==> config.mk <==
export PLATFORM = sky130hd
export DESIGN_NAME = tcr_dev_flat
export DESIGN_NICKNAME = d
export VERILOG_FILES = /design/src/rtl/tcr_pkg.sv /design/src/rtl/tcr_link_if.sv /design/src/rtl/tcr_dev.sv /design/src/flat_wrapper.sv
export SDC_FILE = /design/constraint.sdc
export NUM_CORES = 1
export LEC_CHECK = 0
export BUFFER_PORTS_ARGS = -buffer_cell sky130_fd_sc_hd__clkbuf_2
export CORE_MARGIN = 2
export CORE_UTILIZATION = 64
export DETAILED_ROUTE_END_ITERATION = 16
export PLACE_DENSITY = 0.8
export SETUP_SLACK_MARGIN = 0.2
export SYNTH_ARGS = -nofsm -noshare
export SYNTH_HDL_FRONTEND = slang
export SYNTH_SLANG_ARGS = --single-unit
==> constraint.sdc <==
create_clock -name i_clk -period 8.8 [get_ports i_clk]
set_input_delay 2.64 -clock i_clk [delete_from_list [all_inputs] [get_ports i_clk]]
set_output_delay 2.64 -clock i_clk [all_outputs]
set_load 0.01 [all_outputs]
==> src/rtl/tcr_pkg.sv <==
// shared constants and types for the thermocouple readout link
package tcr_pkg;
  localparam int CLK_MHZ         = 10;
  // conversion period, split evenly across the three phases
  localparam int CONV_PERIOD_MS  = 70;
  localparam int CONV_PERIOD_CYC = CONV_PERIOD_MS * CLK_MHZ * 1000;
  // straight-line gain in nV per degree, and its reciprocal in
  // quarter degrees per uV, scaled by 2^16
  localparam int GAIN_NV_PER_C   = 41276;
  localparam int GAIN_RECIP_Q16  =
    (4 * 65536 * 1000 + GAIN_NV_PER_C / 2) / GAIN_NV_PER_C;
  localparam int ADC_W           = 20;
  // output word layout
  localparam int WORD_W          = 32;
  localparam int TC_W            = 14;
  localparam int CJ_W            = 12;
  localparam int TC_LSB          = 18;
  localparam int RES_HI_BIT      = 17;
  localparam int FAULT_BIT       = 16;
  localparam int CJ_LSB          = 4;
  localparam int RES_LO_BIT      = 3;
  localparam int SCV_BIT         = 2;
  localparam int SCG_BIT         = 1;
  localparam int OC_BIT          = 0;
  localparam logic [31:0] WORD_RESET = 32'h0000_0000;
  localparam logic [13:0] TC_OPEN    = 14'h1fff;
  localparam logic [13:0] TC_SAT_HI  = 14'h1fff;
  localparam logic [13:0] TC_SAT_LO  = 14'h2000;
  // host read lengths
  localparam int BITS_SHORT      = 14;
  localparam int BITS_FULL       = 32;
  // host serial timing
  localparam int SCK_HALF_NS     = 800;
  localparam int SCK_HALF_CYC    = (SCK_HALF_NS * CLK_MHZ + 999) / 1000;
  localparam int CS_IDLE_NS      = 200;
  localparam int CS_IDLE_CYC     = (CS_IDLE_NS * CLK_MHZ + 999) / 1000;
  // host register map
  localparam logic [7:0] OFS_CTRL   = 8'h00;
  localparam logic [7:0] OFS_STATUS = 8'h04;
  localparam logic [7:0] OFS_DATA   = 8'h08;
  localparam int CTRL_START      = 0;
  localparam int CTRL_FULL       = 1;
  localparam int CTRL_ABORT      = 2;
  localparam int STAT_BUSY       = 0;
  localparam int STAT_DONE       = 1;

  typedef enum logic [1:0] {
    PH_CJ  = 2'b00,
    PH_TC  = 2'b01,
    PH_FLT = 2'b10
  } tcr_phase_e;

  typedef enum logic [2:0] {
    HS_IDLE  = 3'b000,
    HS_LEAD  = 3'b001,
    HS_HIGH  = 3'b010,
    HS_LOW   = 3'b011,
    HS_TRAIL = 3'b100,
    HS_GAP   = 3'b101
  } tcr_hstate_e;
endpackage : tcr_pkg

==> src/rtl/tcr_link_if.sv <==
// serial link between the converter and its host
`timescale 1ns/1ps
interface tcr_link_if;
  logic cs_n;
  logic sck;
  logic so;
  logic so_oe;
  logic so_line;

  // undriven line reads low, as a weak pull-down would give
  assign so_line = so_oe ? so : 1'b0;

  modport dev (input cs_n, input sck, output so, output so_oe);
  modport host (output cs_n, output sck, input so_line);
endinterface : tcr_link_if

==> src/rtl/tcr_dev.sv <==
// converter end: conversion sequencer, result word and serial output
`timescale 1ns/1ps
module tcr_dev #(
  parameter int CONV_PERIOD_CYC = tcr_pkg::CONV_PERIOD_CYC
) (
  input  wire logic              i_clk,
  input  wire logic              i_nrst,
  tcr_link_if.dev                lnk,
  input  wire logic [19:0]       i_adc_data,
  input  wire logic              i_short_to_supply,
  input  wire logic              i_short_to_ground,
  input  wire logic              i_open_circuit,
  output logic                   o_fault_path_pos_switch,
  output logic                   o_fault_path_neg_switch,
  output logic                   o_neg_ground_ref_switch,
  output logic                   o_thermo_to_adc_switch,
  output logic                   o_cold_junction_path_switch
);
  localparam int PHASE_CYC = CONV_PERIOD_CYC / 3;
  localparam int PCW       = $clog2(PHASE_CYC + 1);

  typedef struct packed {
    tcr_pkg::tcr_phase_e phase;
    logic [PCW-1:0]      pcnt;
    logic signed [11:0]  cj_raw;
    logic signed [19:0]  tc_uv;
    logic                short_to_supply_flag;
    logic                short_to_ground_flag;
    logic                open_circuit_flag;
    logic [31:0]         word;
    logic                cs_s1;
    logic                cs_s2;
    logic                sck_s1;
    logic                sck_s2;
    logic                sck_s3;
    logic                active;
    logic [31:0]         shreg;
    logic                so;
    logic                so_oe;
  } tcr_dev_s;

  tcr_dev_s r_ff;
  tcr_dev_s nxt_r;

  logic signed [33:0] prod;
  logic signed [17:0] cj_q;
  logic signed [17:0] hot;
  logic [13:0]        tc_field;
  logic               any_fault;
  logic               sck_fall;

  // temperature arithmetic, from the latest completed phase results
  always_comb
  begin
    // uV times reciprocal gain gives quarter degrees, no curve fit
    prod = 34'(r_ff.tc_uv) * 34'(tcr_pkg::GAIN_RECIP_Q16);
    cj_q = 18'(r_ff.cj_raw) >>> 2;
    hot  = 18'(prod >>> 16) + cj_q;
    if (r_ff.open_circuit_flag)
    begin
      tc_field = tcr_pkg::TC_OPEN;
    end
    else if (hot > 18'sd8191)
    begin
      tc_field = tcr_pkg::TC_SAT_HI;
    end
    else if (hot < -18'sd8192)
    begin
      tc_field = tcr_pkg::TC_SAT_LO;
    end
    else
    begin
      tc_field = hot[13:0];
    end
    any_fault = r_ff.short_to_supply_flag | r_ff.short_to_ground_flag
              | r_ff.open_circuit_flag;
  end

  // whole next state
  always_comb
  begin
    nxt_r = r_ff;
    // select passes two flops, sck three; only cs_s2, sck_s2 and sck_s3 are inspected
    nxt_r.cs_s1  = lnk.cs_n;
    nxt_r.cs_s2  = r_ff.cs_s1;
    nxt_r.sck_s1 = lnk.sck;
    nxt_r.sck_s2 = r_ff.sck_s1;
    nxt_r.sck_s3 = r_ff.sck_s2;
    sck_fall     = r_ff.sck_s3 & ~r_ff.sck_s2;

    // free-running sequencer, no host involvement
    nxt_r.pcnt = r_ff.pcnt + 1'b1;
    if (r_ff.pcnt == PCW'(PHASE_CYC - 1))
    begin
      nxt_r.pcnt = '0;
      unique case (r_ff.phase)
        tcr_pkg::PH_CJ:
        begin
          nxt_r.cj_raw = i_adc_data[11:0];
          nxt_r.phase  = tcr_pkg::PH_TC;
        end
        tcr_pkg::PH_TC:
        begin
          nxt_r.tc_uv = i_adc_data;
          nxt_r.phase = tcr_pkg::PH_FLT;
        end
        tcr_pkg::PH_FLT:
        begin
          // flags reflect the latest test, not sticky
          nxt_r.short_to_supply_flag = i_short_to_supply;
          nxt_r.short_to_ground_flag = i_short_to_ground;
          nxt_r.open_circuit_flag    = i_open_circuit;
          nxt_r.phase                = tcr_pkg::PH_CJ;
        end
        default:
        begin
          nxt_r.phase = tcr_pkg::PH_CJ;
        end
      endcase
    end

    // result word tracks results only while the host is not reading
    if (r_ff.cs_s2)
    begin
      nxt_r.word = {tc_field, 1'b0, any_fault, r_ff.cj_raw,
                    1'b0, r_ff.short_to_supply_flag,
                    r_ff.short_to_ground_flag,
                    r_ff.open_circuit_flag};
    end

    // serial output
    if (r_ff.cs_s2)
    begin
      // select high: frame abandoned, line released, clock ignored
      nxt_r.active = 1'b0;
      nxt_r.so_oe  = 1'b0;
      nxt_r.so     = 1'b0;
    end
    else if (!r_ff.active)
    begin
      // select just fell: freeze a copy and show its top bit
      nxt_r.active = 1'b1;
      nxt_r.shreg  = r_ff.word;
      nxt_r.so     = r_ff.word[31];
      nxt_r.so_oe  = 1'b1;
    end
    else if (sck_fall)
    begin
      // past bit 0 the line just shows zeros
      nxt_r.shreg = {r_ff.shreg[30:0], 1'b0};
      nxt_r.so    = r_ff.shreg[30];
    end
  end

  // single state register
  always_ff @(posedge i_clk or negedge i_nrst)
  begin
    if (!i_nrst)
    begin
      r_ff <= '{phase: tcr_pkg::PH_CJ, word: tcr_pkg::WORD_RESET,
                cs_s1: 1'b1, cs_s2: 1'b1, default: '0};
    end
    else
    begin
      r_ff <= nxt_r;
    end
  end

  // analog path selects decoded from the phase
  always_comb
  begin
    o_thermo_to_adc_switch      = 1'b0;
    o_cold_junction_path_switch = 1'b0;
    o_neg_ground_ref_switch     = 1'b0;
    o_fault_path_pos_switch     = 1'b0;
    o_fault_path_neg_switch     = 1'b0;
    unique case (r_ff.phase)
      tcr_pkg::PH_CJ:
      begin
        o_cold_junction_path_switch = 1'b1;
        o_neg_ground_ref_switch     = 1'b1;
      end
      tcr_pkg::PH_TC:
      begin
        o_thermo_to_adc_switch  = 1'b1;
        o_neg_ground_ref_switch = 1'b1;
      end
      tcr_pkg::PH_FLT:
      begin
        o_fault_path_pos_switch = 1'b1;
        o_fault_path_neg_switch = 1'b1;
      end
      default:
      begin
        o_neg_ground_ref_switch = 1'b0;
      end
    endcase
  end

  // link outputs straight from flops
  assign lnk.so    = r_ff.so;
  assign lnk.so_oe = r_ff.so_oe;
endmodule : tcr_dev

==> src/flat_wrapper.sv <==
// flat-port wrapper written by rule: the top's interface ports become plain ports
module tcr_dev_flat 
#(
  parameter int CONV_PERIOD_CYC = tcr_pkg::CONV_PERIOD_CYC
)
  (i_clk, i_nrst, i_adc_data, i_short_to_supply, i_short_to_ground, i_open_circuit, o_fault_path_pos_switch, o_fault_path_neg_switch, o_neg_ground_ref_switch, o_thermo_to_adc_switch, o_cold_junction_path_switch, lnk_cs_n, lnk_sck, lnk_so, lnk_so_oe);
  tcr_link_if lnk_i ();
  input  wire logic i_clk;
  input  wire logic i_nrst;
  input  wire logic [19:0] i_adc_data;
  input  wire logic i_short_to_supply;
  input  wire logic i_short_to_ground;
  input  wire logic i_open_circuit;
  output logic o_fault_path_pos_switch;
  output logic o_fault_path_neg_switch;
  output logic o_neg_ground_ref_switch;
  output logic o_thermo_to_adc_switch;
  output logic o_cold_junction_path_switch;
  input wire logic [$bits(lnk_i.cs_n)-1:0] lnk_cs_n;
  input wire logic [$bits(lnk_i.sck)-1:0] lnk_sck;
  output wire logic [$bits(lnk_i.so)-1:0] lnk_so;
  output wire logic [$bits(lnk_i.so_oe)-1:0] lnk_so_oe;
  assign lnk_i.cs_n = lnk_cs_n;
  assign lnk_i.sck = lnk_sck;
  assign lnk_so = lnk_i.so;
  assign lnk_so_oe = lnk_i.so_oe;
  tcr_dev #(.CONV_PERIOD_CYC(CONV_PERIOD_CYC)) u_core (.i_clk(i_clk), .i_nrst(i_nrst), .lnk(lnk_i), .i_adc_data(i_adc_data), .i_short_to_supply(i_short_to_supply), .i_short_to_ground(i_short_to_ground), .i_open_circuit(i_open_circuit), .o_fault_path_pos_switch(o_fault_path_pos_switch), .o_fault_path_neg_switch(o_fault_path_neg_switch), .o_neg_ground_ref_switch(o_neg_ground_ref_switch), .o_thermo_to_adc_switch(o_thermo_to_adc_switch), .o_cold_junction_path_switch(o_cold_junction_path_switch));
endmodule
==> reports/results.ini, run 1 <==
[detailed_routing]
viasPerCell = 5.713
antenna_left = 0
routed_wl_um = 23150
drc = 0
vias = 7867
wl_per_cell_um = 16.81
drt_iter0_drc = 406
drt_first_pass_iters = 5

[flow_run]
maxCapViolations = 0

[critical_path]
crit_top_cell = fa_1
cp-start-kind = register
worst_path_largest_cell_delay_ps = 560
crit_slowest_cell = or4_4
worst_r2r_endpoint = u_core.r_ff[60]
path_class = register to register
r2r-start = u_core.r_ff[86]
worst_ep_arrival_time_ps = 8360
critPathRequiredTime_ps = 9090
startpoint = u_core.r_ff[86]
end_kind = register
regToRegSetupSlack_ps = 730
rr_worst_depth = 31
cp_max_fo = 12

[clocking]
h-tree-depth = 4
cts-root-buf = clkbuf_16
tritoncts = built
cts-buffers-inserted = 17
cts.sinks = 124
cts.path.max_buffers = 2
hold_buffers = 0
cts.clk_slew.worst_paths_ps = 70
clk_latency_ps = 420

[global_route]
grt_max_degree = 72
globalRouteTotalUtil_pct = 27.36
grt_pass1_wl_um = 39620
antenna_found_initial = 0
grt_overflow = 0
grt_pass1_vias = 8324

[final_layout]
seqCellArea_mm2 = 0.003107
drive_gt1_share_pct = 12.93
antenna_cells = 0
fin_nets = 1399
n_fill_cell = 1191
area_growth_pct = 8.886
multiInputGateArea_mm2 = 0.007219

[worst_hold_path]
min_from = u_core.nxt_r[36]
min_path_cells = 0
hp-class = register to register
whs_endpoint = u_core.nxt_r[35]

[run_status]
status = completed

[timing]
slew_violations = 0
period_share_pct = 91.71
tightest_slew_ps = 1003
setup_viol = 0
fin_worst_skew_ps = 12.27
fin_tns_setup_ps = 0
rsz0062_at_grt = no
relSlewSlack_pct = 32.97
final_hold_viol_count = 0
max_freq_mhz = 123.9
min_period_ps = 8070

[synthesis]
syn_area_mm2 = 0.01122
syn_avg_cell_area_um2 = 10.16
synth_top_area_share_pct = 27.20
synth_fp_nets = 1365
ys_seq_area_share_pct = 27.67
ys_types = 69
synth_cells = 1105
synth_flop_cell = dfrtp_1
postSynth.asyncResetShare_pct = 100.0
synth_edf_count = 0
post-synth-top-area-cell = dfrtp_1
ys_ff_latch = 124
synthTopCellsByArea = dfrtp_1 27%, fa_1 19%, ha_1 14%, inv_1 6.9%, mux2_2 4.9%
ys_warn_count = 0

[floorplanning]
die_x_um = 136.4
start_util_pct = 65.11
die_y_um = 136.4
core_mm2 = 0.01724
fp.dieArea_mm2 = 0.01861
rows = 48
ios = 34

[placed_design]
globalplace.congestion = 0.9055
place_hpwl_um = 17320
portBuffers = 33

==> layout make-up <==
type                       instances  share of cell area, %
clock buffer                      18                  3.512
multi-input combinational        751                  59.08
clock inverter                    14                  1.505
timing repair buffer              39                  1.843
inverter                         206                  6.328
tap                              225                  2.304
sequential                       124                  25.42
==> flip-flops by register name, summed over array words and instances, names as in the netlist <==
name	count
u_core.lnk.so	1
u_core.r_ff	109
u_core.nxt_r	3
u_core.lnk.so_oe	1
u_core.cj_q	10
==> worst max-delay path by stage <==
stage                           end  cells past startpoint
floorplan           u_core.r_ff[61]                     31
CTS                 u_core.r_ff[60]                     30
finish              u_core.r_ff[60]                     31
global placement    u_core.r_ff[58]                     30
global route        u_core.r_ff[60]                     29
detailed placement  u_core.r_ff[59]                     30
==> through the flow <==
stage	cell area (um^2)	cells	hold slack (ps)	utilization (%)	setup slack [ps]
2_1_floorplan	11220	1105	331.2	-	1192
3_3_place_gp	11570	1344	331.6	67.15	779.3
3_5_place_dp	11570	1344	341.8	67.15	637.2
4_1_cts	12190	1376	354.1	70.71	545.6
5_1_grt	12220	1377	357.4	70.89	303.7
6_report	12220	1377	347.0	70.89	729.8
==> placed cells by master (no fill, tap or decap), drive strengths merged, types with 7 or more instances in the layout <==
master	count
a211oi	12
a21o	10
a21oi	79
and3	8
buf	7
clkbuf	50
dfrtp	122
fa	105
ha	128
inv	212
mux2	49
mux2i	34
nand2	39
nand2b	8
nand3	14
nor2	91
o21ai	37
o21bai	7
xnor2	37
xor2	26
==> synth_stat cells, types with 14 or more instances <==
cell type and instances:
xor2_1 25, nand3_1 14, o21ai_0 35, mux2i_1 34, nor2_1 90, nand2_1 39, fa_1 105, ha_1 128
inv_1 205, mux2_2 49, xnor2_1 37, dfrtp_1 122, a21oi_1 68
==> logic make-up after synthesis <==
kind of cell | count (synthesis) | synth area share (%)
xor+xnor | 63 | 4.984
buf+inv | 230 | 8.195
fa+ha+maj | 233 | 33.00
compound gates | 172 | 9.656
mux | 83 | 7.950
simple gates | 200 | 8.541
flops | 124 | 27.67
==> layer usage <==
layer	share of wire [%]	vias to the layer above	GRT usage [%]	wire length, um
met5	0	-	0	0
met4	2.2	0	8.565	510
met3	4.5	50	5.257	1038
met2	50	182	47.54	11600
met1	43	3939	34.60	9999
li1	-	3696	-	-
==> worst max-delay path: cells and delay by family, from the launching register on <==
family / cells / cell delay (ps)
AOI/OAI and AO/OA: 9 / 1850
xor gates and xnor gates: 2 / 300
adders and majority gates: 8 / 3460
buffers and inverters: 5 / 380
DFF: 1 / 460
and+or+nand+nor: 7 / 1490
==> timing repair <==
item,in CTS,in global routing
buffers inserted,0,1
endpoints found under the setup margin,0,13
resized for setup,0,1
Power of run 1 is left out: the tool's default activity adds up to more than one toggle a clock period on the data nets, which glitch-free logic cannot reach.
==> inputs of run 2 (changes only) <==
--- a/config.mk
+++ b/config.mk
@@ -5,10 +5,10 @@
 export SDC_FILE = /design/constraint.sdc
 export NUM_CORES = 1
 export LEC_CHECK = 0
-export BUFFER_PORTS_ARGS = -buffer_cell sky130_fd_sc_hd__clkbuf_2
 export CORE_MARGIN = 2
-export CORE_UTILIZATION = 64
+export CORE_UTILIZATION = 66
 export DETAILED_ROUTE_END_ITERATION = 16
+export DONT_BUFFER_PORTS = 1
 export PLACE_DENSITY = 0.8
 export SETUP_SLACK_MARGIN = 0.2
 export SYNTH_ARGS = -nofsm -noshare
==> run 2 against run 1 <==
Against the previous run:
- via count decreased by 2.6%
- register-to-register slack about the same
- first-iteration DRC count increased by 5.9%
- critical path type unchanged
==> reports/results.ini, run 2 (synthesis gave the netlist of run 1 again) <==
[floorplanning]
ios = 34  ; unchanged
die_x_um = 134.4  ; -1.5%
start_util_pct = 67.67  ; +2.6 points
core_mm2 = 0.01658  ; -3.8%
fp.dieArea_mm2 = 0.01806  ; -2.9%
die_y_um = 134.4  ; -1.5%
rows = 47  ; -2.1%

[final_layout]
multiInputGateArea_mm2 = 0.007223  ; about the same
largest_register_ff_count = 109  ; unchanged
fin_nets = 1365  ; -2.4%
area_growth_pct = 7.225
n_fill_cell = 1138  ; -4.5%
drive_gt1_share_pct = 10.29  ; -2.6 points
seqCellArea_mm2 = 0.003107  ; unchanged
layout_commonest_cell = inv_1
antenna_cells = 0  ; unchanged
layout_common_cells = 205 x inv_1, 128 x ha_1, 121 x dfrtp_1
layout.cells.non_filler = 1338  ; -2.8%
top_register = u_core.r_ff

[global_route]
globalRouteTotalUtil_pct = 28.04  ; +0.69 points
grt_overflow = 0  ; unchanged
grt_pass1_wl_um = 39590  ; about the same
grt_max_degree = 125  ; +74%
antenna_found_initial = 0  ; unchanged
grt_pass1_vias = 8309  ; -0.18%

[critical_path]
critPathRequiredTime_ps = 9100  ; about the same
cp-start-kind = register
cp_max_fo = 13  ; +1
worst_path_largest_cell_delay_ps = 560  ; about the same
crit_top_cell = fa_1
worst_ep_arrival_time_ps = 8370  ; about the same
crit_slowest_cell = or4_4
end_kind = register
regToRegSetupSlack_ps = 730  ; about the same
path_class = register to register

[run_status]
status = completed

[timing]
rsz0062_at_grt = no
setup_viol = 0  ; unchanged
final_hold_viol_count = 0  ; unchanged
fin_worst_skew_ps = 14.64  ; +2.369 ps
max_freq_mhz = 123.9  ; about the same
relSlewSlack_pct = 26.59  ; -6.4 points
min_period_ps = 8070  ; -0.2740 ps
fin_tns_setup_ps = 0  ; unchanged
tightest_slew_ps = 1099  ; +95.50 ps
slew_violations = 0  ; unchanged
period_share_pct = 91.70  ; about the same
holdWs_ps = 352.1  ; +5.092 ps

[clocking]
cts-root-buf = clkbuf_16
cts.path.max_buffers = 2  ; unchanged
clk_latency_ps = 420  ; about the same
cts-buffers-inserted = 17  ; unchanged
cts.sinks = 124  ; unchanged
h-tree-depth = 4  ; unchanged
tritoncts = built
cts.clk_slew.worst_paths_ps = 50  ; -20 ps
hold_buffers = 0  ; unchanged

[detailed_routing]
drt_first_pass_iters = 5  ; unchanged
antenna_left = 0  ; unchanged
wl_per_cell_um = 17.46  ; +3.9%
routed_wl_um = 23360  ; +0.93%
drt_iter0_drc = 430  ; +5.9%
drc = 0  ; unchanged
vias = 7663  ; -2.6%
viasPerCell = 5.727  ; +0.25%

[flow_run]
maxCapViolations = 0  ; unchanged

[placed_design]
globalplace.congestion = 0.8955  ; -1.1%
portBuffers = 0  ; -100%
place_hpwl_um = 17600  ; +1.7%
dp_cells = 1305  ; -2.9%

[worst_hold_path]
hp-class = register to register

run 2: cell types whose count changed in the layout (fill, tap and decap cells not counted), sizes merged:
| cell | delta |
|---|---|
| buf | -2 |
| clkbuf | -29 |
| clkinv | +4 |
| clkinvlp | -2 |
| inv | -5 |
run 2: through the flow:
step | utilization [%] | setup WS (ps) | area, um^2
after CTS | 72.35 | 518.8 | 12000
after floorplan | - | 1192 | 11220
after global routing | 72.56 | 242.4 | 12030
after detailed placement | 68.70 | 566.8 | 11390
final | 72.56 | 730.1 | 12030
after global placement | 68.70 | 763.2 | 11390
run 2: worst paths after layout:
kind | startpoint | endpoint | cells past startpoint
worst min-delay path | u_core.nxt_r[36] | u_core.nxt_r[35] | 0
worst max register to register | u_core.r_ff[84] | u_core.r_ff[60] | 31
worst max-delay path | u_core.r_ff[84] | u_core.r_ff[60] | 31
max in group asynchronous | i_nrst | u_core.r_ff[38] | 0
min in group asynchronous | i_nrst | u_core.r_ff[93] | 0
worst min register to register | u_core.nxt_r[36] | u_core.nxt_r[35] | 0
run 2: per-layer routing:
| layer | GRT usage [%] | share of wire (%) | vias up |
|---|---|---|---|
| met2 | 48.16 | 50 | 178 |
| met3 | 6.122 | 4.7 | 50 |
| met4 | 8.947 | 2.5 | 0 |
| li1 | - | - | 3621 |
| met1 | 35.61 | 43 | 3814 |
| met5 | 0 | 0 | - |
run 2: area by class of cell:
cell class                 instances  area share (%)
inverter                         206           6.426
sequential                       124           25.82
clock buffer                      21           3.827
tap                              220           2.288
timing repair buffer               5          0.4159
multi-input combinational        751           60.03
clock inverter                    11           1.196
run 2: repair_timing:
action,in CTS,in global routing
setup endpoints to repair,0,13
gates resized for setup,0,2
setup buffers,0,1
run 2: worst max-delay path: cells and delay by family, from the launching register on:
kind | cells | cell delay [ps]
adder cells (fa/ha/maj) | 8 | 3550
AO/OA/AOI/OAI | 9 | 1950
AND/OR/NAND/NOR | 7 | 1430
flip-flops | 1 | 450
buffers and inverters | 5 | 370
XOR/XNOR | 2 | 190
Power of run 2 is left out for the same reason.
